--- config.mk ---
export PLATFORM = sky130hd
export DESIGN_NAME = rtcosc_regs
export DESIGN_NICKNAME = d
export VERILOG_FILES = /design/src/logic/rtcosc_pkg.sv /design/src/logic/rtcosc_regs.sv
export SDC_FILE = /design/constraint.sdc
export NUM_CORES = 1
export LEC_CHECK = 0
export BUFFER_PORTS_ARGS = -buffer_cell sky130_fd_sc_hd__buf_4
export CAP_MARGIN = 20
export CORE_MARGIN = 5
export CORE_UTILIZATION = 46
export CTS_CLUSTER_SIZE = 10
export DETAILED_ROUTE_END_ITERATION = 7
export GPL_TIMING_DRIVEN = 0
export PLACE_DENSITY = 0.7
export RECOVER_POWER = 25
export REMOVE_ABC_BUFFERS = 1
export SLEW_MARGIN = 40
export SYNTH_ARGS = -nofsm -noshare
export SYNTH_HDL_FRONTEND = slang
export SYNTH_SLANG_ARGS = --single-unit
--- constraint.sdc ---
create_clock -name clock -period 3.85 [get_ports clock]
set_input_delay 0.5775 -clock clock [delete_from_list [all_inputs] [get_ports clock]]
set_output_delay 0.5775 -clock clock [all_outputs]
set_load 0.02 [all_outputs]
--- src/logic/rtcosc_pkg.sv ---
// Purpose: shared constants and carrier types for the clock oscillator register block
// Assumes: byte-wide indirect register port, addresses as given below
// Notes: the load capacitance reset value is a module parameter of the top
package rtcosc_pkg;

  localparam logic [7:0] RTCOSC_ADDR_SNAP0 = 8'h00;
  localparam logic [7:0] RTCOSC_ADDR_SNAP3 = 8'h03;
  localparam logic [7:0] RTCOSC_ADDR_CTRL = 8'h05;
  localparam logic [7:0] RTCOSC_ADDR_CFG = 8'h06;

  // oscillator control fields
  localparam int RTCOSC_CTRL_GAIN_BIT = 7;
  localparam int RTCOSC_CTRL_TYPE_BIT = 6;
  localparam int RTCOSC_CTRL_BIAS_BIT = 5;
  localparam int RTCOSC_CTRL_AMP_BIT = 4;
  localparam int RTCOSC_CTRL_SLOW_BIT = 3;
  localparam logic [7:0] RTCOSC_CTRL_RESET = 8'h00;

  // oscillator configuration fields
  localparam int RTCOSC_CFG_STEP_BIT = 7;
  localparam int RTCOSC_CFG_RDY_BIT = 6;
  localparam int RTCOSC_CFG_CAP_LSB = 0;
  localparam int RTCOSC_CFG_CAP_W = 4;
  localparam logic [3:0] RTCOSC_CAP_MIN = 4'h0;

  localparam logic [31:0] RTCOSC_SNAP_RESET = 32'h0000_0000;

  // cycles of the system clock between load capacitance steps
  localparam int RTCOSC_STEP_CYCLES = 16;

  // register port request
  typedef struct packed {
    logic wr;
    logic rd;
    logic [7:0] addr;
    logic [7:0] wdata;
  } rtcosc_req_t;

  // oscillator steering outputs
  typedef struct packed {
    logic gain_ctrl_on;
    logic osc_type_sel;
    logic bias_double_on;
    logic internal_slow_osc_sel;
    logic [3:0] applied_cap;
  } rtcosc_osc_t;

  typedef enum logic [2:0] {
    RTCOSC_IDLE = 3'b001,
    RTCOSC_LOAD = 3'b010,
    RTCOSC_SNAP = 3'b100
  } rtcosc_xfer_t;

endpackage

--- src/logic/rtcosc_regs.sv ---
// Purpose: oscillator control/config registers and timer snapshot window
// Assumes: timer core answers load and snapshot handshakes on the system clock
// Notes: amplitude pin comes from the analog detector and is resynchronised
`timescale 1ns/1ps
`default_nettype none

module rtcosc_regs
  import rtcosc_pkg::*;
#(
  parameter logic [3:0] CAP_RESET = 4'h0,
  parameter int STEP_CYCLES = RTCOSC_STEP_CYCLES
) (
  input wire logic clock,
  input wire logic reset_n,
  input wire rtcosc_req_t req,
  output logic [7:0] rdata,
  input wire logic timer_load_request,
  input wire logic timer_snapshot_request,
  output logic load_strobe,
  output logic snap_strobe,
  output logic [31:0] load_value,
  input wire logic load_done,
  input wire logic snap_done,
  input wire logic [31:0] snap_value,
  output logic [1:0] timer_step_lsb,
  output logic load_busy,
  output logic snap_busy,
  input wire logic amplitude_raw,
  output rtcosc_osc_t osc
);

  // ------------------------------------------------------------------
  // control and configuration registers
  // ------------------------------------------------------------------
  logic gain_q, type_q, bias_q, slow_q;
  logic step_q;
  logic [3:0] target_q;
  logic [3:0] applied_q;
  logic [31:0] snap_q;
  logic [2:0] amp_sync_q;
  logic amp_q;
  rtcosc_xfer_t xfer_q;
  logic [7:0] rd_d;
  logic ctrl_wr, cfg_wr;
  // a finished request stays blocked until the outer logic has dropped its bit
  logic load_hold_q, snap_hold_q;
  logic cap_ready;
  logic [$clog2(STEP_CYCLES+1)-1:0] step_cnt_q;

  assign ctrl_wr = req.wr && req.addr == RTCOSC_ADDR_CTRL;
  assign cfg_wr = req.wr && req.addr == RTCOSC_ADDR_CFG;
  assign cap_ready = applied_q == target_q;

  always_ff @(posedge clock) begin
    if (!reset_n) begin
      gain_q <= 1'b0;
      type_q <= 1'b0;
      bias_q <= 1'b0;
      slow_q <= 1'b0;
    end else if (ctrl_wr) begin
      gain_q <= req.wdata[RTCOSC_CTRL_GAIN_BIT];
      type_q <= req.wdata[RTCOSC_CTRL_TYPE_BIT];
      bias_q <= req.wdata[RTCOSC_CTRL_BIAS_BIT];
      slow_q <= req.wdata[RTCOSC_CTRL_SLOW_BIT];
    end
  end

  always_ff @(posedge clock) begin
    if (!reset_n) begin
      step_q <= 1'b0;
      target_q <= CAP_RESET;
    end else if (cfg_wr) begin
      step_q <= req.wdata[RTCOSC_CFG_STEP_BIT];
      target_q <= req.wdata[RTCOSC_CFG_CAP_LSB +: RTCOSC_CFG_CAP_W];
    end
  end

  // ------------------------------------------------------------------
  // amplitude detector: three-stage sync, change taken when 2nd and 3rd agree
  // ------------------------------------------------------------------
  always_ff @(posedge clock) begin
    if (!reset_n) begin
      amp_sync_q <= 3'b000;
      amp_q <= 1'b0;
    end else begin
      amp_sync_q <= {amp_sync_q[1:0], amplitude_raw};
      if (amp_sync_q[2] == amp_sync_q[1]) begin
        amp_q <= amp_sync_q[2];
      end
    end
  end

  // ------------------------------------------------------------------
  // load capacitance stepper
  // ------------------------------------------------------------------
  // slow climb gives the crystal a fast start at low load before settling
  always_ff @(posedge clock) begin
    if (!reset_n) begin
      applied_q <= CAP_RESET;
      step_cnt_q <= '0;
    end else if (cfg_wr && req.wdata[RTCOSC_CFG_STEP_BIT] && !step_q) begin
      applied_q <= RTCOSC_CAP_MIN;
      step_cnt_q <= '0;
    end else if (!step_q) begin
      applied_q <= target_q;
      step_cnt_q <= '0;
    end else if (applied_q > target_q) begin
      applied_q <= target_q;
    end else if (!cap_ready) begin
      if (step_cnt_q == STEP_CYCLES[$bits(step_cnt_q)-1:0] - 1'b1) begin
        step_cnt_q <= '0;
        applied_q <= applied_q + 4'h1;
      end else begin
        step_cnt_q <= step_cnt_q + 1'b1;
      end
    end
  end

  // ------------------------------------------------------------------
  // timer transfer sequencer
  // ------------------------------------------------------------------
  // the request bits are cleared by outer logic only after busy falls, so
  // without this hold the same request would start a second transfer
  always_ff @(posedge clock) begin
    if (!reset_n) begin
      load_hold_q <= 1'b0;
      snap_hold_q <= 1'b0;
    end else begin
      if (xfer_q == RTCOSC_LOAD && load_done) begin
        load_hold_q <= 1'b1;
      end else if (!timer_load_request) begin
        load_hold_q <= 1'b0;
      end
      if (xfer_q == RTCOSC_SNAP && snap_done) begin
        snap_hold_q <= 1'b1;
      end else if (!timer_snapshot_request) begin
        snap_hold_q <= 1'b0;
      end
    end
  end

  // load wins when both requests arrive together; snapshot then follows
  always_ff @(posedge clock) begin
    if (!reset_n) begin
      xfer_q <= RTCOSC_IDLE;
      load_strobe <= 1'b0;
      snap_strobe <= 1'b0;
      load_busy <= 1'b0;
      snap_busy <= 1'b0;
    end else begin
      load_strobe <= 1'b0;
      snap_strobe <= 1'b0;
      case (xfer_q)
        RTCOSC_IDLE: begin
          if (timer_load_request && !load_hold_q) begin
            xfer_q <= RTCOSC_LOAD;
            load_strobe <= 1'b1;
            load_busy <= 1'b1;
          end else if (timer_snapshot_request && !snap_hold_q) begin
            xfer_q <= RTCOSC_SNAP;
            snap_strobe <= 1'b1;
            snap_busy <= 1'b1;
          end
        end
        RTCOSC_LOAD: begin
          if (load_done) begin
            xfer_q <= RTCOSC_IDLE;
            load_busy <= 1'b0;
          end
        end
        RTCOSC_SNAP: begin
          if (snap_done) begin
            xfer_q <= RTCOSC_IDLE;
            snap_busy <= 1'b0;
          end
        end
        default: begin
          xfer_q <= RTCOSC_IDLE;
        end
      endcase
    end
  end

  // snapshot store; hardware capture wins over a software byte write
  always_ff @(posedge clock) begin
    if (!reset_n) begin
      snap_q <= RTCOSC_SNAP_RESET;
    end else if (xfer_q == RTCOSC_SNAP && snap_done) begin
      snap_q <= snap_value;
    end else if (req.wr && req.addr <= RTCOSC_ADDR_SNAP3) begin
      snap_q[req.addr[1:0]*8 +: 8] <= req.wdata;
    end
  end

  always_ff @(posedge clock) begin
    if (!reset_n) begin
      load_value <= RTCOSC_SNAP_RESET;
    end else if (timer_load_request && !load_hold_q && xfer_q == RTCOSC_IDLE) begin
      load_value <= snap_q;
    end
  end

  // ------------------------------------------------------------------
  // read path and oscillator steering
  // ------------------------------------------------------------------
  always_comb begin
    rd_d = 8'h00;
    if (req.addr >= RTCOSC_ADDR_SNAP0 && req.addr <= RTCOSC_ADDR_SNAP3) begin
      rd_d = snap_q[req.addr[1:0]*8 +: 8];
    end else if (req.addr == RTCOSC_ADDR_CTRL) begin
      rd_d[RTCOSC_CTRL_GAIN_BIT] = gain_q;
      rd_d[RTCOSC_CTRL_TYPE_BIT] = type_q;
      rd_d[RTCOSC_CTRL_BIAS_BIT] = bias_q;
      rd_d[RTCOSC_CTRL_AMP_BIT] = amp_q && bias_q;
      rd_d[RTCOSC_CTRL_SLOW_BIT] = slow_q;
    end else if (req.addr == RTCOSC_ADDR_CFG) begin
      rd_d[RTCOSC_CFG_STEP_BIT] = step_q;
      rd_d[RTCOSC_CFG_RDY_BIT] = cap_ready;
      rd_d[RTCOSC_CFG_CAP_LSB +: RTCOSC_CFG_CAP_W] = target_q;
    end
  end

  always_ff @(posedge clock) begin
    if (!reset_n) begin
      rdata <= 8'h00;
      osc <= '0;
      timer_step_lsb <= 2'b01;
    end else begin
      if (req.rd) begin
        rdata <= rd_d;
      end
      osc.gain_ctrl_on <= gain_q;
      osc.osc_type_sel <= type_q;
      osc.bias_double_on <= bias_q;
      osc.internal_slow_osc_sel <= slow_q;
      osc.applied_cap <= applied_q;
      timer_step_lsb <= slow_q ? 2'b10 : 2'b01;
    end
  end
endmodule

`default_nettype wire
### Yosys cells after proc, flatten, opt, wreduce, memory -nomap -nowiden

Index checks and enable logic that the tools add are counted.

* add/subtract/negate cells: 3
* magnitude comparators: 3
* equal/unequal tests: 18
* shift-type cells: 3
* multiplexer cells: 34
* bitwise gates (word level): 5
* reduce and logical (&&, ||, !) cells: 27

Operators by type and width (number)
* 2-to-1 mux 32 bit: 2
* negation 5 -> 34 bit: 1
* variable shift 8 x 34 -> 32 bit, first input constant: 1
* variable part select 8 x 34 -> 32 bit: 1
* bitwise mux 32 bit: 1
* variable part select 32 x 6 -> 8 bit: 1
* 2-to-1 mux 4 bit: 5
* equality test 8 x 3 -> 1 bit, second input constant: 2
* 2-to-1 mux 3 bit: 5
* logical AND 1 bit: 12
* 2-to-1 mux 1 bit: 12
* inequality test 2 bit, second input constant: 5
* case mux 3 bit (3 select lines): 1
* greater-or-equal comparator 8 x 1 -> 1 bit, second input constant: 1
* <= comparator 8 x 2 -> 1 bit, second input constant: 1
* 2-to-1 mux 2 bit: 4
* 2-to-1 mux 8 bit: 1
* AND reduction 2 bit: 3
* AND reduction 3 bit: 2
* nonzero test 2 bit: 3
* OR reduction 3 bit: 2
* adder 5 x 1 -> 5 bit, second input constant: 1
* equality test 5 x 4 -> 1 bit, second input constant: 1
* 2-to-1 mux 5 bit: 1
* 16 further kinds: 24

* flip-flop bits (word level): 113
* bits of input ports: 57
* output and inout port bits: 54

### Depth between registers and ports, before layout

Gate-level depths: netlist of the first run.

* depth in word-level cells: 5
* mapped depth: 8
* gate-level depth less buffers: 6

### Least setup slack after synthesis of the first run

Ideal clock, no wire load.

* kind: in2reg
* start: input req[9] (netlist name)
* end: register snap_q[0]
* arrival: 2.252 ns
* setup slack: 1.512 ns
* stages on the path: 6
* path buffers: 1
* cells stage by stage: clkbuf_1 inv_1 ha_1 nor4b_2 a22oi_1 a211oi_1

* longest elaborated chain between the ends: 5
* elaborated cells between the ends (all ways): 9
* those cells by class: add/sub: 1; order compare: 1; shift: 2; mux: 3; reduce/logical: 2

RTL lines
* from (decl): RTL line rtcosc_regs.sv:15 `input wire rtcosc_req_t req,`
* negation 5 -> 34 bit: RTL line rtcosc_regs.sv:191 `snap_q[req.addr[1:0]*8 +: 8] <= req.wdata;`
* variable part select 8 x 34 -> 32 bit or variable shift 8 x 34 -> 32 bit (tied branches): RTL line rtcosc_regs.sv:191
* bitwise mux 32 bit: RTL line rtcosc_regs.sv:191
* 2-to-1 mux 32 bit: RTL line rtcosc_regs.sv:190 `end else if (req.wr && req.addr <= RTCOSC_ADDR_SNAP3) begin`
* 2-to-1 mux 32 bit: RTL line rtcosc_regs.sv:188 `end else if (xfer_q == RTCOSC_SNAP && snap_done) begin`
* to (signal assigned): RTL line rtcosc_regs.sv:189 `snap_q <= snap_value;`
* to (signal, indexed assignment): RTL line rtcosc_regs.sv:191
* to (decl): RTL line rtcosc_regs.sv:39 `logic [31:0] snap_q;`

Several ways; a longest one is shown, not always the timed one. The select of a mux whose other input is x is not followed.
A chain may end at the register's enable or synchronous reset.

### Worst setup path after layout of the first run

* start: input reset_n
* end: register applied_q[0]

* longest elaborated chain between the ends: 2

RTL lines
* from (decl): RTL line rtcosc_regs.sv:14 `input wire logic reset_n,`
* inverter 1 bit (no line)
* OR reduction 2 bit (no line)
* to (signal assigned): RTL line rtcosc_regs.sv:105 `applied_q <= target_q;`
* to (signal assigned): RTL line rtcosc_regs.sv:108 `applied_q <= target_q;`
* to (signal assigned): RTL line rtcosc_regs.sv:112 `applied_q <= applied_q + 4'h1;`
* to (decl): RTL line rtcosc_regs.sv:38 `logic [3:0] applied_q;`

No other way between the ends.

==> results.md, run 1 <==
- Via/cell ratio: 5.759
- CP arrival: 2.86 ns
- Root Driver: clkbuf_8
- Final Setup Violations: 0
- Status: complete, but fails checks
- Wire per inst: 17.64 µm
- Primary FF master, synth: dfxtp_1
- Min-delay worst type: input pin to flop
- Number of distinct library cells after synthesis: 53
- Area of the multi-input gates: 0.002519 mm²
- Vias in the first global route: 4398
- NetSw: 0.0006040 W
- Crit Path Max Fanout: 44
- CP Launch Type: input pin
- Synth-to-Final Area Change: 20.67%
- Post-CTS Hold Buffers: 0
- Int Pwr: 0.001529 W
- Setup bufs post-CTS: 0
- Most area-consuming cells after synthesis: dfxtp_1 45%, nand2_1 6.4%, a21oi_1 6.3%, a22oi_1 5.3%, a211oi_1 3.6%
- CTS tree: yes
- CTS clk-pin slew, worst paths: 0.11 ns
- Count leader, synth: dfxtp_1
- Number of synthesized flops with an enable pin: 0
- Register area: 0.002242 mm²
- Layout Cells excl Fill: 773
- WL final: 13.63 mm
- DP HPWL: 9.924 mm
- Reg power frac: 0.560
- Layout cells sized above 1: 0.2119
- Tot Pwr: 0.002133 W
- R2R Setup Slk: 1.69 ns
- CP endpoint kind: flop
- R2r startpoint: target_q[3]
- FMAX: 0.3897 GHz
- Yosys top cell by area: dfxtp_1
- Worst slew pin tran: 1.637 ns
- Crit Path Class: input pin to flop
- Mapped Cells: 540
- First-pass GRT wire length: 21.94 mm
- Skew-Pair Late Insertion Delay: 0.39 ns
- Die Footprint: 0.01293 mm²
- R2r endpoint: step_cnt_q[3]
- DR DRC count: 0
- Nets: 701
- PortBufs: 110
- Sink Count: 112
- Fillers: 983
- Power share of the combinational group: 0.109
- Initial DRC count: 226
- Vias: 4452
- Cells on Worst Hold Path: 2
- GRT Total Usage: 0.2115
- CTS Buf Count: 9
- Initial Util: 0.4748
- Clk_skew: 0.01640 ns
- Num rows: 37
- Synth top cells by count: 112 x dfxtp_1, 84 x nand2_1, 62 x a21oi_1
- Die W: 113.7 µm
- Slew HR: -0.09108
- Maximum VDD drop: 179.4 µV
- RePlAce Congestion: 0.8345
- Routed Antenna Nets: 0
- Max-slew violation count: 42
- Ys async rst share: 0
- Hold path endpoint: amp_sync_q[0]
- Area share of the largest cell type after synthesis: 0.4533
- P_leak: 2.141 nW
- Worst path required time: 4.14 ns
- First-pass DRT Iterations: 4
- Core area: 0.01042 mm²
- Clock share of power: 0.331
- RSZ-0062 raised after global routing: false
- Post-DP Area: 0.005873 mm²
- #FFs+latches synth: 112
- Initial antenna violation count: 0
- Finished Cell Area: 0.005968 mm²
- Syn Area/Cell: 9.159 µm²
- I/O pins: 111
- Sequential element share of the synthesized area: 0.4533
- Failing checks: capacitance limit, slew limit
- Dpl cells: 757
- Hold Crit Start: amplitude_raw
- CTS Buffer Depth: 2
- Fin crit share: 0.6665
- Largest net degree at the start of global routing: 45
- Ant. Diodes: 0
- Final Hold Vio Count: 0
- Post-cts gate resize count: 0
- Sw Ratio: 0.2831
- Mapped Area: 0.004946 mm²
- Die Height: 113.7 µm
- Number of max-cap violations: 1
- Post-route minimum period: 2.566 ns
- Pwr per Cell Area: 357.4 mW/mm²
- Syn. warnings: 0
- Total global routing overflow: 0
- Reg2reg path depth: 6
- H-tree depth: 3
[routing by layer]
layer | wire (µm) | GRT usage | vias to the layer above
li1 | - | - | 2144
met1 | 5918 | 0.2783 | 2113
met2 | 6476 | 0.3420 | 167
met3 | 872 | 0.03501 | 28
met4 | 366 | 0.09375 | 0
met5 | 0 | 0 | -
[power by group through the flow]
stage	Clock (W)	Sequential (W)	Combinational [W]
finish	0.000706	0.00119	0.000232
global route	0.000764	0.00120	0.000253
CTS	0.000720	0.00119	0.000237
detailed placement	0	0.00122	0.000237
global placement	0	0.00122	0.000221
floorplan	0	0.00123	0.0000933
[final cells by class]
type,instances,area share
Clock buffer,9,0.02075
Clock inverter,7,0.01216
Inverter,11,0.007338
Multi-Input combinational cell,381,0.4220
Sequential cell,112,0.3757
Tap cell,136,0.02851
Timing Repair Buffer,117,0.1335
[cell families after synthesis]
group	synth area share
multiplexers	0.05667
flip-flops	0.4533
XOR/XNOR	0.005313
AO/OA/AOI/OAI	0.2145
adder cells (fa/ha/maj)	0.03036
buffers and inverters	0.04478
AND/OR/NAND/NOR	0.1950
[how the worst max path moves through the flow]
stage	from	endpoint	slack (ns)	depth (start not counted)
6_report	reset_n	applied_q[0]	1.28	5
2_1_floorplan	snap_done	snap_q[10]	-1.95	4
5_1_grt	reset_n	applied_q[0]	1.05	5
3_5_place_dp	req[8]	snap_q[20]	1.26	7
4_1_cts	req[8]	snap_q[20]	1.67	7
3_3_place_gp	snap_done	snap_q[12]	-4.90	5
[sequential cells by signal (all words and copies together) (netlist names), 2 cells and up]
register / flops
amp_sync_q: 3
applied_q: 4
load_value: 32
osc: 7
rdata: 8
snap_q: 32
step_cnt_q: 5
target_q: 4
timer_step_lsb: 2
xfer_q: 3
[worst max-delay path: stages]
cell,delay [ns]
clkbuf_1,1.15
inv_4,0.32
buf_12,0.31
a31o_2,0.26
a211oi_1,0.19
[placed cells by master, fill, tap and decap left out, drive strengths merged, types with 2 or more instances in the layout]
cell,netlist,final
nand4,2,2
xor2,2,2
nor3b,2,2
or3b,2,2
nor2,15,15
nor4b,2,2
or2,2,2
a211oi,24,24
mux2i,10,10
ha,12,12
or4,4,4
o21ai,30,30
o31ai,4,4
inv,11,16
dfxtp,112,112
a22oi,35,35
a21oi,62,62
mux4,8,8
nand2,84,84
buf,17,90
and3,2,2
nand4bb,2,2
a31oi,6,6
and2,11,11
nand3b,6,6
clkbuf,19,36
nor3,22,22
nand3,9,9
clkinv,0,2
nor2b,9,9
[per-stage QoR]
stage / utilization / hold WS, ns / setup TNS, ns / setup WS [ns]
finish: 0.5730 / 0.4078 / 0 / 1.284
global route: 0.5730 / 0.4027 / 0 / 1.046
CTS: 0.5827 / 0.3924 / 0 / 1.669
detailed placement: 0.5638 / 0.4268 / 0 / 1.261
global placement: 0.5532 / 0.4196 / -146.62 / -4.898
floorplan: - / 0.3899 / -58.78 / -1.954
No activity file was read; power rests on OpenSTA's default activity.
==> inputs of run 2 (changes only) <==
--- a/config.mk
+++ b/config.mk
@@ -12,7 +12,7 @@
 export CTS_CLUSTER_SIZE = 10
 export DETAILED_ROUTE_END_ITERATION = 7
 export GPL_TIMING_DRIVEN = 0
-export PLACE_DENSITY = 0.7
+export PLACE_DENSITY = 0.72
 export RECOVER_POWER = 25
 export REMOVE_ABC_BUFFERS = 1
 export SLEW_MARGIN = 40
==> constraint.sdc (replaced) <==
create_clock -name clock -period 2.3 [get_ports clock]
set_input_delay 0.345 -clock clock [delete_from_list [all_inputs] [get_ports clock]]
set_output_delay 0.345 -clock clock [all_outputs]
set_load 0.02 [all_outputs]
==> run 2 against run 1 <==
  * The run now ends clean
  * Combinational power increased by 68%
  * Wire length increased by 0.78%
  * Sequential share of layout area about the same
  * Highest routed layer unchanged
==> results.md, run 2 (synthesized netlist as in run 1, its figures left out) <==
- Power share of the combinational group: 0.107 (-0.002)
- P_leak: 2.143 nW (+0.10%)
- Sw Ratio: 0.2646 (-0.01854)
- DP HPWL: 9.813 mm (-1.1%)
- Max-slew violation count: 0 (-100%)
- CTS clk-pin slew, worst paths: 0.12 ns (about the same)
- Die Footprint: 0.01293 mm² (unchanged)
- Final Hold Vio Count: 0 (unchanged)
- WL final: 13.74 mm (+0.78%)
- CTS Buf Count: 9 (unchanged)
- GRT Total Usage: 0.2162 (+0.004604)
- Post-route minimum period: 2.083 ns
- Vias: 4396 (-1.3%)
- Nets: 701 (unchanged)
- CTS tree: yes
- Routed Antenna Nets: 0 (unchanged)
- H-tree depth: 3 (unchanged)
- Layout Cells excl Fill: 773 (unchanged)
- DR DRC count: 0 (unchanged)
- Crit Path Max Fanout: 11 (-75%)
- Pwr per Cell Area: 606.6 mW/mm² (+70%)
- Worst path required time: 2.60 ns (-1.54 ns)
- Initial antenna violation count: 0 (unchanged)
- Num rows: 37 (unchanged)
- Status: completed
- Worst hold slack: 0.1798 ns (-0.2280 ns)
- Clock share of power: 0.340 (+0.009)
- Total global routing overflow: 0 (unchanged)
- Dpl cells: 757 (unchanged)
- Worst slew pin tran: 1.001 ns (-0.6361 ns)
- Die W: 113.7 µm (unchanged)
- Most frequent cells in the layout: 112 x dfxtp_1, 88 x buf_4, 83 x nand2_1
- Fillers: 977 (-0.61%)
- Top Registers: load_value: 32 flops, snap_q: 32 flops, rdata: 8 flops
- Vias in the first global route: 4414 (+0.36%)
- Sink Count: 112 (unchanged)
- Maximum VDD drop: 299.2 µV (+67%)
- CP endpoint kind: flop
- CP Launch Type: flop
- Ant. Diodes: 0 (unchanged)
- Commonest non-fill, non-tap cell in the layout: dfxtp_1
- Fin crit share: 0.9056
- I/O pins: 111 (unchanged)
- Int Pwr: 0.002661 W (+74%)
- Reg power frac: 0.553 (-0.007)
- Layout cells sized above 1: 0.2119 (unchanged)
- Crit Path Class: flop to flop
- RePlAce Congestion: 0.8490 (+1.7%)
- Skew-Pair Late Insertion Delay: 0.39 ns (about the same)
- Initial DRC count: 307 (+36%)
- Slew HR: 0.3330 (+0.4240)
- Clk_skew: 0.02127 ns (+0.004871 ns)
- Die Height: 113.7 µm (unchanged)
- Via/cell ratio: 5.687 (-1.3%)
- Wire per inst: 17.77 µm (+0.78%)
- Synth-to-Final Area Change: 20.59% (about the same)
- Final Setup Violations: 0 (unchanged)
- Root Driver: clkbuf_8
- NetSw: 0.0009572 W (+58%)
- Core area: 0.01042 mm² (unchanged)
- CTS Buffer Depth: 2 (unchanged)
- Number of max-cap violations: 0 (-1)
- First-pass DRT Iterations: 5 (+1)
- FMAX: 0.4801 GHz
- Initial Util: 0.4748 (unchanged)
- PortBufs: 110 (unchanged)
- Min-delay worst type: input pin to flop
- CP arrival: 2.38 ns (-0.48 ns)
- Largest net degree at the start of global routing: 47 (+4.4%)
- First-pass GRT wire length: 22.37 mm (+2.0%)
- Setup bufs post-CTS: 0 (unchanged)
- RSZ-0062 raised after global routing: false
-- run 2: changes by cell type in the layout (fill, tap and decap cells not counted), sizes merged --
| cell | change |
|---|---|
| clkinvlp | +1 |
| clkbuf | +2 |
| inv | -3 |
| buf | -1 |
| bufinv | +1 |
-- run 2: worst max-delay path: stages (launching register included) --
cell and delay [ns]:
dfxtp_1 0.38, nor4bb_4 0.62, buf_4 0.27, buf_4 0.18, buf_4 0.19, a22oi_1 0.10
a211oi_1 0.26
-- run 2: routing by layer --
| layer | track usage | part of all wire | vias to the layer above |
|---|---|---|---|
| met5 | 0 | 0 | - |
| met4 | 0.09135 | 0.019 | 0 |
| met3 | 0.02865 | 0.067 | 20 |
| met2 | 0.3553 | 0.49 | 154 |
| met1 | 0.2857 | 0.43 | 2081 |
| li1 | - | - | 2141 |
-- run 2: area by class of cell --
class                   count  area, µm²  share of cell area
clock buffers              10      137.6             0.02308
clock inverters             6      65.06             0.01091
inverters                  11      43.79            0.007342
multi-input cells         381       2524              0.4231
flip-flops and latches    112       2242              0.3759
well taps                 136      170.2             0.02853
repair buffers            117      782.0              0.1311
-- run 2: power groups by stage --
stage / Combinational [W] / Sequential, W / Clock [W]
3_5_place_dp: 0.000397 / 0.00204 / 0
6_report: 0.000389 / 0.00200 / 0.00123
2_1_floorplan: 0.000156 / 0.00205 / 0
5_1_grt: 0.000424 / 0.00200 / 0.00134
4_1_cts: 0.000399 / 0.00200 / 0.00125
3_3_place_gp: 0.000368 / 0.00204 / 0
-- run 2: repair_timing --
| item | CTS | global route |
|---|---|---|
| setup endpoints to repair | 0 | 4 |
| hold buffers | 0 | 0 |
| hold endpoints to repair | 0 | 0 |
| resized for setup | 0 | 1 |
-- run 2: worst paths after layout --
path	from	endpoint	slack, ns	cells past startpoint
worst min register to register	slow_q	timer_step_lsb[0]	0.44	1
worst max register to register	xfer_q[0]	snap_q[30]	0.22	6
worst min-delay path	amplitude_raw	amp_sync_q[0]	0.18	2
worst max-delay path	xfer_q[0]	snap_q[30]	0.22	6
-- run 2: through the flow --
step	cell area [µm²]	setup WS [ns]	power [W]	util	setup TNS [ns]
finish	5964	0.2171	0.003618	0.5726	0
global route	5964	0.04869	0.003773	0.5726	0
CTS	6076	0.1706	0.003651	0.5833	0
detailed placement	5873	-0.06259	0.002441	0.5638	-0.5907
global placement	5762	-6.223	0.002408	0.5532	-201.64
floorplan	4766	-3.429	0.002210	-	-107.45
==> inputs of run 3 (changes only) <==
--- a/config.mk
+++ b/config.mk
@@ -14,7 +14,6 @@
 export GPL_TIMING_DRIVEN = 0
 export PLACE_DENSITY = 0.72
 export RECOVER_POWER = 25
-export REMOVE_ABC_BUFFERS = 1
 export SLEW_MARGIN = 40
 export SYNTH_ARGS = -nofsm -noshare
 export SYNTH_HDL_FRONTEND = slang
==> run 3 against run 2 <==
  * Setup slack worse by 0.045 ns
  * Highest routed layer unchanged
  * Combinational power rose by 4%
  * Maximum frequency shrank 2.1%
  * Count of clock-buffer cells in the layout is 1 higher
  * Cell count grew 3.6%
  * Wire length grew 6.6%
  * Total power increased by 0.14%
  * Global-route usage rose by 0.88 points
  * Critical endpoint is now snap_q[15]
==> results.md, run 3 (synthesized netlist as in run 1, its figures left out) <==
- Initial DRC count: 416 (+36%)
- Setup TNS Final: 0 ns (unchanged)
- Hold Crit Start: amplitude_raw
- Initial Util: 0.4748 (unchanged)
- CTS tree: yes
- First-pass GRT wire length: 23.04 mm (+3.0%)
- Largest net degree at the start of global routing: 19 (-60%)
- Layout Cells excl Fill: 801 (+3.6%)
- Crit-path max cell delay: 0.48 ns (-0.14 ns)
- H-tree depth: 3 (unchanged)
- Ant. Diodes: 0 (unchanged)
- Sink Count: 112 (unchanged)
- CP arrival: 2.44 ns (+0.06 ns)
- Post-CTS Hold Buffers: 0 (unchanged)
- Die Footprint: 0.01293 mm² (unchanged)
- Via/cell ratio: 5.709 (+0.39%)
- Maximum VDD drop: 286.4 µV (-4.3%)
- Buffers & Inverters on Critical Path: 3 (unchanged)
- Clk_skew: 0.009796 ns (-0.01148 ns)
- RSZ-0062 raised after global routing: false
- CTS clk-pin slew, worst paths: 0.10 ns (-0.02 ns)
- Vias: 4573 (+4.0%)
- CTS Buf Count: 9 (unchanged)
- Wire per inst: 18.28 µm (+2.8%)
- I/O pins: 111 (unchanged)
- Routed Antenna Nets: 0 (unchanged)
- Final Setup Violations: 0 (unchanged)
- Slew HR: 0.5908 (+0.2578)
- Setup bufs post-CTS: 0 (unchanged)
- DR DRC count: 0 (unchanged)
- Layout Utilization: 0.5799 (+0.007327)
- Initial antenna violation count: 0 (unchanged)
- Status: completed
- Crit Path Max Fanout: 9 (-2)
- R2r startpoint: xfer_q[2]
- Number of max-cap violations: 0 (unchanged)
- Worst slew pin tran: 0.6138 ns (-0.3867 ns)
- Fillers: 959 (-1.8%)
- WL final: 14.64 mm (+6.6%)
- Total global routing overflow: 0 (unchanged)
- FMAX: 0.4700 GHz (-2.1%)
- Crit Path Class: input pin to flop
- Layout cells sized above 1: 0.1985 (-0.01343)
- Worst path required time: 2.61 ns (about the same)
- Final Hold Vio Count: 0 (unchanged)
- Synth-to-Final Area Change: 22.14%
- GRT Total Usage: 0.2250 (+0.008800)
- Die W: 113.7 µm (unchanged)
- Dpl cells: 785 (+3.7%)
- First-pass DRT Iterations: 5 (unchanged)
- Most frequent cells in the layout: 112 x dfxtp_1, 84 x nand2_1, 79 x buf_4
- Worst hold slack: 0.1756 ns (-0.004208 ns)
- Max-slew violation count: 0 (unchanged)
- Root Driver: clkbuf_8
- Register area: 0.002242 mm² (unchanged)
- Commonest non-fill, non-tap cell in the layout: dfxtp_1
- Pwr per Cell Area: 599.7 mW/mm² (-1.1%)
- Core area: 0.01042 mm² (unchanged)
- Post-cts gate resize count: 0 (unchanged)
- Num rows: 37 (unchanged)
- Top delay family on crit path: buffers and inverters
- CP Launch Type: input pin
- CP endpoint kind: flop
- RePlAce Congestion: 0.8971 (+5.7%)
- Crit path cell chain: buf_4 > clkbuf_1 > inv_1 > ha_1 > nand4b_1 > nor2_1 > a22oi_1 > a21oi_1
- Area of the multi-input gates: 0.002500 mm² (-0.94%)
- Skew-Pair Late Insertion Delay: 0.38 ns (about the same)
- Crit path from: req[9]
- Slowest cell on the critical path: nor2_1
- DP HPWL: 11.43 mm (+16%)
- Nets: 729 (+4.0%)
- Top Registers: load_value: 32 flops, snap_q: 32 flops, rdata: 8 flops
- P_leak: 2.168 nW (+1.2%)
- Mapped Nets: 609
- Min-delay worst type: input pin to flop
- PortBufs: 109 (-0.91%)
- CTS Buffer Depth: 2 (unchanged)
- Fin crit share: 0.9252 (+0.01955)
- Post-route minimum period: 2.128 ns (+0.04496 ns)
- Die Height: 113.7 µm (unchanged)
- Vias in the first global route: 4444 (+0.68%)
==> run 3: changes by cell type in the layout (fill, tap and decap cells not counted), moves of 2 or more <==
cell / delta
buf_2: +9
and2_1: -4
clkbuf_1: +24
buf_1: +3
and2_0: +5
buf_6: +4
buf_4: -9
clkinv_2: -2
==> run 3: final cells by class <==
cell class              count  share of cell area
plain buffers              36             0.02983
clock buffers              11             0.02341
clock inverters             5             0.01056
inverters                  11            0.006835
multi-input cells         381              0.4138
flip-flops and latches    112              0.3712
well taps                 136             0.02817
repair buffers            109              0.1162
==> run 3: where the power goes <==
part / switching (W) / leakage, nW / total (W) / internal, W
registers: 0.0000282 / 0.905 / 0.00200 / 0.00197
logic: 0.000248 / 1.16 / 0.000406 / 0.000157
clock network: 0.000672 / 0.101 / 0.00122 / 0.000544
==> run 3: final timing paths <==
check                   to  slack, ns  depth (start not counted)
min reg2reg  amp_sync_q[1]       0.44                          1
min          amp_sync_q[0]       0.18                          2
max             snap_q[15]       0.17                          8
max reg2reg     snap_q[21]       0.19                          6
==> run 3: per-stage QoR <==
stage	total power [W]	cell area [µm²]	setup WS, ns
2_1_floorplan	0.002250	4946	0.1945
3_5_place_dp	0.002446	5934	-0.2920
4_1_cts	0.003635	6140	0.1007
6_report	0.003623	6041	0.1721
5_1_grt	0.003762	6041	0.03719
3_3_place_gp	0.002438	5934	-0.2270
==> run 3: layer usage <==
layer	track usage	wire (µm)
met1	0.3022	6284
met2	0.3435	6505
met3	0.05889	1303
met4	0.09295	551
met5	0	0
